<file path="config.mk">
export PLATFORM = sky130hd
export DESIGN_NAME = fbd_diag_decoder
export DESIGN_NICKNAME = d
export VERILOG_FILES = /design/src/common/fbd_pkg.sv /design/src/rtl/fbd_resp_decode.sv /design/src/rtl/fbd_diag_decoder.sv
export VERILOG_INCLUDE_DIRS = /design/src /design/src/common
export SDC_FILE = /design/constraint.sdc
export NUM_CORES = 1
export LEC_CHECK = 0
export ABC_CLOCK_PERIOD_IN_PS = 9200
export BUFFER_PORTS_ARGS = -buffer_cell sky130_fd_sc_hd__buf_2
export CORE_MARGIN = 2
export CORE_UTILIZATION = 59
export CTS_CLUSTER_DIAMETER = 50
export DETAILED_ROUTE_END_ITERATION = 10
export HOLD_SLACK_MARGIN = 0.08
export PLACE_DENSITY = 0.83
export REMOVE_ABC_BUFFERS = 1
export SETUP_SLACK_MARGIN = 0.2
export SYNTH_ARGS = -nofsm -noshare
export SYNTH_HDL_FRONTEND = slang
export SYNTH_SLANG_ARGS = --single-unit
export TNS_END_PERCENT = 30
</file>
<file path="constraint.sdc">
create_clock -name clk_i -period 9.2 [get_ports clk_i]
set_clock_uncertainty 0.15 [all_clocks]
set_input_delay 1.84 -clock clk_i [delete_from_list [all_inputs] [get_ports clk_i]]
set_output_delay 1.84 -clock clk_i [all_outputs]
set_load 0.1 [all_outputs]
</file>
<file path="src/common/fbd_map.svh">
// Register offsets, field positions, reset values and codes of the diagnostic decoder.
// Included by the decoder files; definitions only.
`ifndef FBD_MAP_SVH
`define FBD_MAP_SVH

// Register byte offsets
`define FBD_CTRL_OFS 8'h00
`define FBD_STAT_OFS 8'h04
`define FBD_CHAN_OFS 8'h08
`define FBD_RESP_OFS 8'h0c
`define FBD_RESP2_OFS 8'h10
`define FBD_CNT_OFS 8'h14
`define FBD_MAP_OFS 8'h20
`define FBD_MAP_MASK 8'he0

// Control and status bits
`define FBD_CTRL_EN 0
`define FBD_CTRL_RST 1'h1
`define FBD_ST_MOD 0
`define FBD_ST_CHAN 1
`define FBD_ST_RESP 2
`define FBD_ST_HERR 3

// Header byte layout and block codes
`define FBD_TYPE_VEND 2'h0
`define FBD_TYPE_MOD 2'h1
`define FBD_TYPE_CHAN 2'h2
`define FBD_MOD_LEN_MIN 6'h02
`define FBD_MOD_LEN_MAX 6'h20
`define FBD_MOD_MAX 244
`define FBD_CHAN_HDR 8'h83

// Channel fields
`define FBD_ETY_STD_MAX 5'h09
`define FBD_ETY_SLV_MIN 5'h10
`define FBD_WID_RSVD 3'h7
`define FBD_DIR_RSVD 2'h0

// Error response codes
`define FBD_RESP_LAST 2'h3
`define FBD_SVC_XPORT 8'hd1
`define FBD_SVC_INIT 8'hd7
`define FBD_SVC_READ 8'hde
`define FBD_SVC_WRITE 8'hdf
`define FBD_ORG_DPV1 8'h80
`define FBD_ORG_FMS 8'hfe
`define FBD_ORG_HART 8'hff
`define FBD_CLS_APP 4'ha
`define FBD_CLS_ACC 4'hb
`define FBD_CLS_RES 4'hc
`define FBD_ACC_MAX 4'h9
`define FBD_RES_MAX 4'h3

`endif

</file>
<file path="src/common/fbd_pkg.sv">
// Types shared by the diagnostic decoder files.
// Assumes nothing beyond a SystemVerilog compiler.
package fbd_pkg;
  typedef enum logic [2:0] {FBD_S_HDR, FBD_S_MOD, FBD_S_CH1, FBD_S_CH2, FBD_S_SKIP} fbd_state_e;
  typedef enum logic [2:0] {FBD_SVC_SLAVE, FBD_SVC_XPORT, FBD_SVC_INIT, FBD_SVC_READ, FBD_SVC_WRITE} fbd_svc_e;
  typedef enum logic [1:0] {FBD_ORG_SLAVE, FBD_ORG_DPV1, FBD_ORG_FMS, FBD_ORG_HART} fbd_org_e;
  typedef enum logic [1:0] {FBD_CLS_OTHER, FBD_CLS_APP, FBD_CLS_ACC, FBD_CLS_RES} fbd_cls_e;
  typedef enum logic [1:0] {FBD_ETY_RSVD, FBD_ETY_STD, FBD_ETY_SLAVE} fbd_ety_e;
endpackage

</file>
<file path="src/rtl/fbd_resp_decode.sv">
// Classifies the first three bytes of a failed acyclic access reply.
// Purely combinational; the caller registers the result.
`timescale 1ns/1ps
`default_nettype none
`include "fbd_map.svh"

module fbd_resp_decode (
  // Reply bytes
  input wire logic [7:0] svc_i,
  input wire logic [7:0] org_i,
  input wire logic [7:0] ec_i,
  // Classification
  output fbd_pkg::fbd_svc_e svc_kind_o,
  output fbd_pkg::fbd_org_e org_kind_o,
  output fbd_pkg::fbd_cls_e cls_kind_o,
  output logic code_known_o
);
  logic [3:0] cls;
  logic [3:0] code;
  assign cls = ec_i[7:4];
  assign code = ec_i[3:0];

  always_comb begin
    case (svc_i) // [RULE10]
      `FBD_SVC_XPORT: svc_kind_o = fbd_pkg::FBD_SVC_XPORT;
      `FBD_SVC_INIT: svc_kind_o = fbd_pkg::FBD_SVC_INIT;
      `FBD_SVC_READ: svc_kind_o = fbd_pkg::FBD_SVC_READ;
      `FBD_SVC_WRITE: svc_kind_o = fbd_pkg::FBD_SVC_WRITE;
      default: svc_kind_o = fbd_pkg::FBD_SVC_SLAVE;
    endcase
  end

  always_comb begin
    case (org_i) // [RULE11]
      `FBD_ORG_DPV1: org_kind_o = fbd_pkg::FBD_ORG_DPV1;
      `FBD_ORG_FMS: org_kind_o = fbd_pkg::FBD_ORG_FMS;
      `FBD_ORG_HART: org_kind_o = fbd_pkg::FBD_ORG_HART;
      default: org_kind_o = fbd_pkg::FBD_ORG_SLAVE;
    endcase
  end

  always_comb begin
    cls_kind_o = fbd_pkg::FBD_CLS_OTHER;
    code_known_o = 1'b0;
    case (cls)
      `FBD_CLS_APP: begin // [RULE12]
        cls_kind_o = fbd_pkg::FBD_CLS_APP;
        code_known_o = (code <= 4'h2) || (code == 4'h8) || (code == 4'h9);
      end
      `FBD_CLS_ACC: begin // [RULE13]
        cls_kind_o = fbd_pkg::FBD_CLS_ACC;
        code_known_o = (code <= `FBD_ACC_MAX);
      end
      `FBD_CLS_RES: begin // [RULE14]
        cls_kind_o = fbd_pkg::FBD_CLS_RES;
        code_known_o = (code <= `FBD_RES_MAX);
      end
      default: cls_kind_o = fbd_pkg::FBD_CLS_OTHER;
    endcase
  end
endmodule
`default_nettype wire

</file>
<file path="src/rtl/fbd_diag_decoder.sv">
// Decoder for extended diagnostic blocks and acyclic error replies, with a Wishbone register slave.
// Assumes byte streams on clk_i from the receive logic and a classic Wishbone master.
// What this block does
// RULE1: A module block has type 1 in header bits 7:6 and a length of 2 to 32 that counts the header.
// RULE2: Each bit after a module header flags one module, bit 0 of byte 1 being module 1.
// RULE3: Only 244 module flags exist, the last being bit 3 of byte 31; higher bits are dropped.
// RULE4: A channel block is three bytes whose header is exactly 0x83.
// RULE5: Channel byte 1 holds the channel number in bits 5:0 and the direction in bits 7:6.
// RULE6: Channel byte 2 bits 4:0 hold the error type, 1 to 9 being the standard faults.
// RULE7: Error types 0 and 10 to 15 are reserved and 16 to 31 are passed on as slave codes.
// RULE8: Channel byte 2 bits 7:5 hold the channel width, 7 being reserved.
// RULE9: The slave answers a failed acyclic access with exactly four error bytes.
// RULE10: Reply byte 0 names the service: 0xD1 transport, 0xD7 initiate, 0xDE read, 0xDF write.
// RULE11: Reply byte 1 names the origin 0x80, 0xFE or 0xFF, other values passed on unchanged.
// RULE12: Reply byte 2 is class in bits 7:4 and code in bits 3:0, class 0xA being application errors.
// RULE13: Class 0xB is an access error with codes 0 to 9.
// RULE14: Class 0xC is a resource error with codes 0 to 3.
// RULE15: Every block starts with a header of length in bits 5:0 and type in bits 7:6.
// RULE16: The header length steps the decoder to the next block.
// RULE17: A header whose length or type fits no known layout raises the error flag.
`timescale 1ns/1ps
`default_nettype none
`include "fbd_map.svh"

module fbd_diag_decoder #(
  parameter int MOD_COUNT = `FBD_MOD_MAX
) (
  // Clock and reset
  input wire logic clk_i,
  input wire logic rst_i,
  // Extended diagnostic byte stream
  input wire logic dg_valid_i,
  input wire logic dg_start_i,
  input wire logic [7:0] dg_data_i,
  // Error reply byte stream
  input wire logic er_valid_i,
  input wire logic er_start_i,
  input wire logic [7:0] er_data_i,
  // Wishbone slave
  input wire logic wb_cyc_i,
  input wire logic wb_stb_i,
  input wire logic wb_we_i,
  input wire logic [7:0] wb_adr_i,
  input wire logic [3:0] wb_sel_i,
  input wire logic [31:0] wb_dat_i,
  output logic [31:0] wb_dat_o,
  output logic wb_ack_o,
  // Status
  output logic blk_err_o
);
  if (MOD_COUNT < 1 || MOD_COUNT > 248) begin : g_bad_count
    $error("MOD_COUNT must lie in 1..248");
  end

  localparam logic [255:0] MOD_LIM = (256'h1 << MOD_COUNT) - 256'h1;

  fbd_pkg::fbd_state_e st_q, st_d;
  logic [5:0] rem_q, rem_d;
  logic [4:0] idx_q, idx_d;
  logic en_q;
  logic [3:0] stat_q;
  logic [19:0] chan_q;
  logic [7:0] ch1_q;
  logic [31:0] resp_q;
  logic [15:0] resp2_q;
  logic [7:0] rb_q [0:2];
  logic [1:0] ridx_q;
  logic [15:0] blk_cnt_q;
  logic [15:0] err_cnt_q;
  logic [7:0] mod_q [1:31];
  logic [255:0] mod_flat;
  logic ack_q;
  logic [31:0] rdat_q;

  logic take, at_hdr;
  logic [1:0] h_type;
  logic [5:0] h_len;
  logic hdr_bad, blk_ok, mod_start, mod_wr, mod_done, ch1_wr, ch_done;
  logic resp_done;
  logic wb_req, wr_stat, wr_ctrl;
  fbd_pkg::fbd_svc_e svc_kind;
  fbd_pkg::fbd_org_e org_kind;
  fbd_pkg::fbd_cls_e cls_kind;
  logic code_known;
  fbd_pkg::fbd_ety_e ety_kind;

  assign take = dg_valid_i & en_q;
  assign at_hdr = take & (dg_start_i | (st_q == fbd_pkg::FBD_S_HDR));
  assign h_type = dg_data_i[7:6]; // [RULE15]
  assign h_len = dg_data_i[5:0];

  // Block walker
  always_comb begin
    st_d = st_q;
    rem_d = rem_q;
    idx_d = idx_q;
    hdr_bad = 1'b0;
    blk_ok = 1'b0;
    mod_start = 1'b0;
    mod_wr = 1'b0;
    mod_done = 1'b0;
    ch1_wr = 1'b0;
    ch_done = 1'b0;
    if (at_hdr) begin
      st_d = fbd_pkg::FBD_S_HDR;
      rem_d = h_len - 6'h01;
      if (h_type == `FBD_TYPE_MOD && h_len >= `FBD_MOD_LEN_MIN && h_len <= `FBD_MOD_LEN_MAX) begin // [RULE1]
        st_d = fbd_pkg::FBD_S_MOD;
        idx_d = 5'h01;
        mod_start = 1'b1;
        blk_ok = 1'b1;
      end else if (dg_data_i == `FBD_CHAN_HDR) begin // [RULE4]
        st_d = fbd_pkg::FBD_S_CH1;
        blk_ok = 1'b1;
      end else if (h_type == `FBD_TYPE_VEND && h_len != 6'h00) begin
        blk_ok = 1'b1;
        if (h_len > 6'h01) begin // [RULE16]
          st_d = fbd_pkg::FBD_S_SKIP;
        end
      end else begin
        hdr_bad = 1'b1; // [RULE17]
        if (h_len > 6'h01) begin
          st_d = fbd_pkg::FBD_S_SKIP;
        end
      end
    end else if (take) begin
      case (st_q)
        fbd_pkg::FBD_S_MOD: begin
          mod_wr = 1'b1;
          idx_d = idx_q + 5'h01;
          rem_d = rem_q - 6'h01;
          if (rem_q == 6'h01) begin // [RULE16]
            st_d = fbd_pkg::FBD_S_HDR;
            mod_done = 1'b1;
          end
        end
        fbd_pkg::FBD_S_CH1: begin
          ch1_wr = 1'b1;
          st_d = fbd_pkg::FBD_S_CH2;
        end
        fbd_pkg::FBD_S_CH2: begin
          ch_done = 1'b1;
          st_d = fbd_pkg::FBD_S_HDR;
        end
        fbd_pkg::FBD_S_SKIP: begin
          rem_d = rem_q - 6'h01;
          if (rem_q == 6'h01) begin // [RULE16]
            st_d = fbd_pkg::FBD_S_HDR;
          end
        end
        default: st_d = fbd_pkg::FBD_S_HDR;
      endcase
    end
  end

  always_ff @(posedge clk_i) begin
    if (rst_i || !en_q) begin
      st_q <= fbd_pkg::FBD_S_HDR;
      rem_q <= 6'h00;
      idx_q <= 5'h00;
    end else begin
      st_q <= st_d;
      rem_q <= rem_d;
      idx_q <= idx_d;
    end
  end

  // Module flag map, cleared when a new module block begins
  for (genvar g = 1; g <= 31; g++) begin : g_mod
    always_ff @(posedge clk_i) begin
      if (rst_i || mod_start) begin
        mod_q[g] <= 8'h00;
      end else if (mod_wr && idx_q == 5'(g)) begin
        mod_q[g] <= dg_data_i & MOD_LIM[(g-1)*8 +: 8]; // [RULE2] [RULE3]
      end
    end
    assign mod_flat[(g-1)*8 +: 8] = mod_q[g];
  end
  assign mod_flat[255:248] = 8'h00;

  // Channel fields
  always_comb begin
    if (dg_data_i[4:0] >= `FBD_ETY_SLV_MIN) begin
      ety_kind = fbd_pkg::FBD_ETY_SLAVE; // [RULE7]
    end else if (dg_data_i[4:0] == 5'h00 || dg_data_i[4:0] > `FBD_ETY_STD_MAX) begin
      ety_kind = fbd_pkg::FBD_ETY_RSVD; // [RULE7]
    end else begin
      ety_kind = fbd_pkg::FBD_ETY_STD; // [RULE6]
    end
  end

  always_ff @(posedge clk_i) begin
    if (rst_i) begin
      ch1_q <= 8'h00;
      chan_q <= 20'h00000;
    end else begin
      if (ch1_wr) begin
        ch1_q <= dg_data_i;
      end
      if (ch_done) begin
        chan_q <= {ch1_q[7:6] == `FBD_DIR_RSVD, dg_data_i[7:5] == `FBD_WID_RSVD, ety_kind,
                   dg_data_i, ch1_q}; // [RULE5] [RULE6] [RULE8]
      end
    end
  end

  // Error reply collector
  assign resp_done = er_valid_i && en_q && !er_start_i && ridx_q == `FBD_RESP_LAST;

  fbd_resp_decode u_resp (
    .svc_i(rb_q[0]),
    .org_i(rb_q[1]),
    .ec_i(rb_q[2]),
    .svc_kind_o(svc_kind),
    .org_kind_o(org_kind),
    .cls_kind_o(cls_kind),
    .code_known_o(code_known)
  );

  always_ff @(posedge clk_i) begin
    if (rst_i) begin
      ridx_q <= 2'h0;
      rb_q[0] <= 8'h00;
      rb_q[1] <= 8'h00;
      rb_q[2] <= 8'h00;
      resp_q <= 32'h00000000;
      resp2_q <= 16'h0000;
    end else if (er_valid_i && en_q) begin
      if (er_start_i) begin
        rb_q[0] <= er_data_i;
        ridx_q <= 2'h1;
      end else if (resp_done) begin // [RULE9]
        resp_q <= {rb_q[2], rb_q[1], rb_q[0]} | 32'h00000000;
        resp2_q <= {code_known, cls_kind, org_kind, svc_kind, er_data_i}; // [RULE10] [RULE11] [RULE12]
        ridx_q <= 2'h0;
      end else begin
        rb_q[ridx_q] <= er_data_i;
        ridx_q <= ridx_q + 2'h1;
      end
    end
  end

  // Wishbone slave: one wait state, ack for one cycle
  assign wb_req = wb_cyc_i & wb_stb_i & ~ack_q;
  assign wr_stat = wb_req & wb_we_i & wb_sel_i[0] & (wb_adr_i == `FBD_STAT_OFS);
  assign wr_ctrl = wb_req & wb_we_i & wb_sel_i[0] & (wb_adr_i == `FBD_CTRL_OFS);

  always_ff @(posedge clk_i) begin
    if (rst_i) begin
      en_q <= `FBD_CTRL_RST;
    end else if (wr_ctrl) begin
      en_q <= wb_dat_i[`FBD_CTRL_EN];
    end
  end

  // Sticky events: a set in the clearing cycle survives
  always_ff @(posedge clk_i) begin
    if (rst_i) begin
      stat_q <= 4'h0;
    end else begin
      stat_q <= (stat_q & ~(wr_stat ? wb_dat_i[3:0] : 4'h0)) |
                {hdr_bad, resp_done, ch_done, mod_done}; // [RULE17]
    end
  end

  always_ff @(posedge clk_i) begin
    if (rst_i) begin
      blk_cnt_q <= 16'h0000;
      err_cnt_q <= 16'h0000;
    end else begin
      blk_cnt_q <= blk_cnt_q + {15'h0000, blk_ok};
      err_cnt_q <= err_cnt_q + {15'h0000, hdr_bad};
    end
  end

  always_ff @(posedge clk_i) begin
    if (rst_i) begin
      ack_q <= 1'b0;
      rdat_q <= 32'h00000000;
      blk_err_o <= 1'b0;
    end else begin
      ack_q <= wb_req;
      blk_err_o <= stat_q[`FBD_ST_HERR];
      if (wb_req && !wb_we_i) begin
        case (wb_adr_i)
          `FBD_CTRL_OFS: rdat_q <= {31'h00000000, en_q};
          `FBD_STAT_OFS: rdat_q <= {28'h0000000, stat_q};
          `FBD_CHAN_OFS: rdat_q <= {12'h000, chan_q};
          `FBD_RESP_OFS: rdat_q <= resp_q;
          `FBD_RESP2_OFS: rdat_q <= {16'h0000, resp2_q};
          `FBD_CNT_OFS: rdat_q <= {err_cnt_q, blk_cnt_q};
          default: begin
            if ((wb_adr_i & `FBD_MAP_MASK) == `FBD_MAP_OFS) begin
              rdat_q <= mod_flat[wb_adr_i[4:2]*32 +: 32];
            end else begin
              rdat_q <= 32'h00000000;
            end
          end
        endcase
      end
    end
  end

  assign wb_ack_o = ack_q;
  assign wb_dat_o = rdat_q;
endmodule
`default_nettype wire

</file>
==> key figures <==
Clock tree
  – CTS tree: yes
  – Worst-Skew Late Latency: 0.54 ns
  – Setup bufs post-CTS: 0
  – H-tree levels: 2
  – CTS root buf: clkbuf_16
  – Sinks on Clock Net: 423
  – Cts repair resizes: 0
  – Clk slew on worst S/H paths: 0.06 ns
  – CTS buffer count: between 40 and 50
  – Hold_buf cts: 0
  – Maximum clock insertion buffer count: 3

GRT
  – Vias in the first global route: 15.1k
  – First-pass GRT wire length: 82.6 mm
  – GR Overflow Total: 0
  – Largest net degree at the start of global routing: 240
  – GRT Util Overall: 0.301
  – Initial antenna violation count: 0

Yosys
  – Sequential share of the synthesized area: 0.567
  – Post-synth EDFFs: ~270
  – Ys async rst share: 0
  – Register bit total from synthesis: 423
  – Synth Cell Area: 19700 µm²
  – Warnings, synthesis: 0
  – Post-Synthesis Cells: 1855
  – Avg Cell Area, Syn: 10.6 µm²
  – Post-synth top flop: edfxtp_1
  – Count of different cell masters after synthesis: 64

Worst setup path
  – Required time of the critical path: about 9.4 ns
  – Crit path kind: in2reg
  – CP endpoint kind: flip-flop
  – Worst R2R Path Depth: 6
  – Arr. time, crit path: around 5.2 ns
  – CP max FO: 23
  – Startpoint types: input port

Pwr
  – PnR Total Power: 4.12 mW
  – P per Cell Area: 190 nW/µm²
  – Max IR drop VDD: 138 µV
  – Lkg Pwr: 7.26 nW

Timing
  – Setup TNS: 0 ns
  – Min cycle time layout: 5.10 ns
  – Rel. slew slack: 0.127
  – Achievable Freq: 0.196 GHz
  – Final worst-path cycle share: 0.554
  – Final setup vio count: 0
  – Final setup margin: 4.10 ns
  – Max-slew violation count: 0
  – Final hold viol count: 0
  – Unrepaired setup endpoints after global routing: no
  – Worst slew pin tran: 1.30 ns

Final layout
  – Synthesis-to-layout area growth: 9.85%
  – FILL cells: 2310
  – NumNets Final: 1936
  – Share of cells above drive strength 1: 0.130
  – N_diodes: 0
  – Post-route cell area: 21600 µm²
  – Finished Core Util: 0.661

Floorplanning
  – Starting Density: 0.602
  – Die Area: 34800 µm²
  – I/O pins: ~100
  – Rows: 66
  – Total core area: 32700 µm²
  – Overall die height: 187 µm
  – Die width: 187 µm

Hold path
  – Hold crit path type: reg2reg
  – Hold path cells: 2

Routing
  – Antenna Nets Post-Route: 0
  – DR vias: 15.3k
  – Vias per cell: between 6 and 7
  – DR iter-0 viols: 2247
  – DRC Markers: 0
  – Pre-antenna DRT Iters: 6
  – DR WL/cell: 22.6 µm
  – WL final: 52.5 mm

Placement
  – Number of buffer cells added on primary ports: 71
  – Post-DP Area: 20300 µm²
  – Routability cong.: a little under 0.9
  – HPWL Detailed: 32.9 mm
  – Pre-CTS setup slack: 3.76 ns

Flow run
  – Max cap viols: 0

Outcome
  – Status: complete, no violations
## synthesized netlist by cell type (9+ instances only)
master	count	area share
a211oi_1	16	0.0061
ha_1	19	0.012
nor3_1	265	0.067
xor2_1	25	0.011
a221oi_1	11	0.0049
nand4_1	10	0.0032
nand2_1	278	0.053
edfxtp_1	268	0.41
and2_1	46	0.015
mux2i_1	49	0.025
mux4_2	48	0.055
a21oi_1	104	0.026
nand3_1	27	0.0069
and3_1	12	0.0038
nor2_1	91	0.017
a22oi_1	23	0.0088
nand2b_1	9	0.0029
inv_1	14	0.0027
o22ai_1	15	0.0048
clkbuf_1	104	0.020
a221o_1	10	0.0051
buf_1	22	0.0042
dfxtp_1	155	0.16
nor2b_1	13	0.0041
buf_2	37	0.0094
or3_1	10	0.0032
o21ai_0	74	0.019
## power breakdown
| group | switching, mW | internal [mW] |
|---|---|---|
| clock network | 0.728 | 0.956 |
| registers | 0.0330 | 2.08 |
| logic | 0.226 | 0.0963 |
## sequential cells by signal, indices dropped and copies added, names as in the netlist, 6 cells and up
name and count:
blk_cnt_q 16, ch1_q 8, chan_q 20, err_cnt_q 16, mod_q 244, rb_q 24
rem_q 6, resp2_q 16, resp_q 24, wb_dat_o 32
## cells in the final DEF (no fill, tap or decap), drive strengths merged, types with 6 or more instances in the layout
master  instances
nand2         278
edfxtp        268
nor3          267
dfxtp         155
buf           114
a21oi         104
nor2           91
o21ai          76
clkbuf         64
mux2i          49
mux4           48
and2           46
nand3          27
xor2           25
a22oi          23
ha             19
a211oi         16
o22ai          15
inv            15
nor2b          13
and3           12
a221oi         11
clkinv         11
or3            10
a221o          10
nand4          10
nand2b          9
nor4            8
mux2            7
o211ai          7
xnor2           7
a31oi           6
## cells by family (layout without fill, tap and decap cells)
group | count (synthesis) | in the layout | share of synthesized area
multiplexers | 104 | 104 | 0.0839
XOR/XNOR | 32 | 32 | 0.0142
AO/OA/AOI/OAI | 295 | 295 | 0.0923
AND/OR/NAND/NOR | 800 | 800 | 0.193
buffers and inverters | 182 | 209 | 0.0378
flip-flops | 423 | 423 | 0.567
adder cells (fa/ha/maj) | 19 | 19 | 0.0121
## layer usage
layer,vias up,part of all wire,GRT usage
met5,-,0,0
met4,0,0.045,0.134
met3,171,0.11,0.0534
met2,1020,0.48,0.497
met1,7329,0.37,0.392
li1,6808,-,-
## critical path, cell delays in order
cell and delay (ns):
buf_2 0.45, inv_1 0.27, ha_1 0.28, nor2_1 0.15, a21o_1 0.23, nor3_2 0.10
nor2_1 0.89, o21ai_0 0.65, buf_4 0.35
## stage by stage
step | cells | hold WS [ns]
after floorplan | 1688 | 0.275
after global placement | 2244 | 0.285
after detailed placement | 2244 | 0.295
after CTS | 2324 | 0.306
after global routing | 2324 | 0.324
final | 2324 | 0.306
## layout make-up
cell class                 instances  area (µm²)  share of cell area
timing repair buffer             114         699              0.0324
tap                              442         553              0.0256
multi-input combinational       1250        7800               0.361
clock inverter                    16         115             0.00533
inverter                          15        56.3             0.00261
clock buffer                      64        1230              0.0568
sequential                       423       11200               0.516
## final timing paths
check / endpoint / slack [ns] / from
setup / recovery: mod_q[0][57]$_SDFFCE_PN0P_ / 4.10 / dg_data_i[0]
hold / removal: chan_q[13]$_SDFFE_PP0P_ / 0.31 / chan_q[13]$_SDFFE_PP0P_
setup reg to reg: mod_q[0][57]$_SDFFCE_PN0P_ / 5.07 / st_q[2]$_SDFFE_PP0P_
hold reg to reg: chan_q[13]$_SDFFE_PP0P_ / 0.31 / chan_q[13]$_SDFFE_PP0P_
Note: power is estimated with default switching activity, not from simulation.
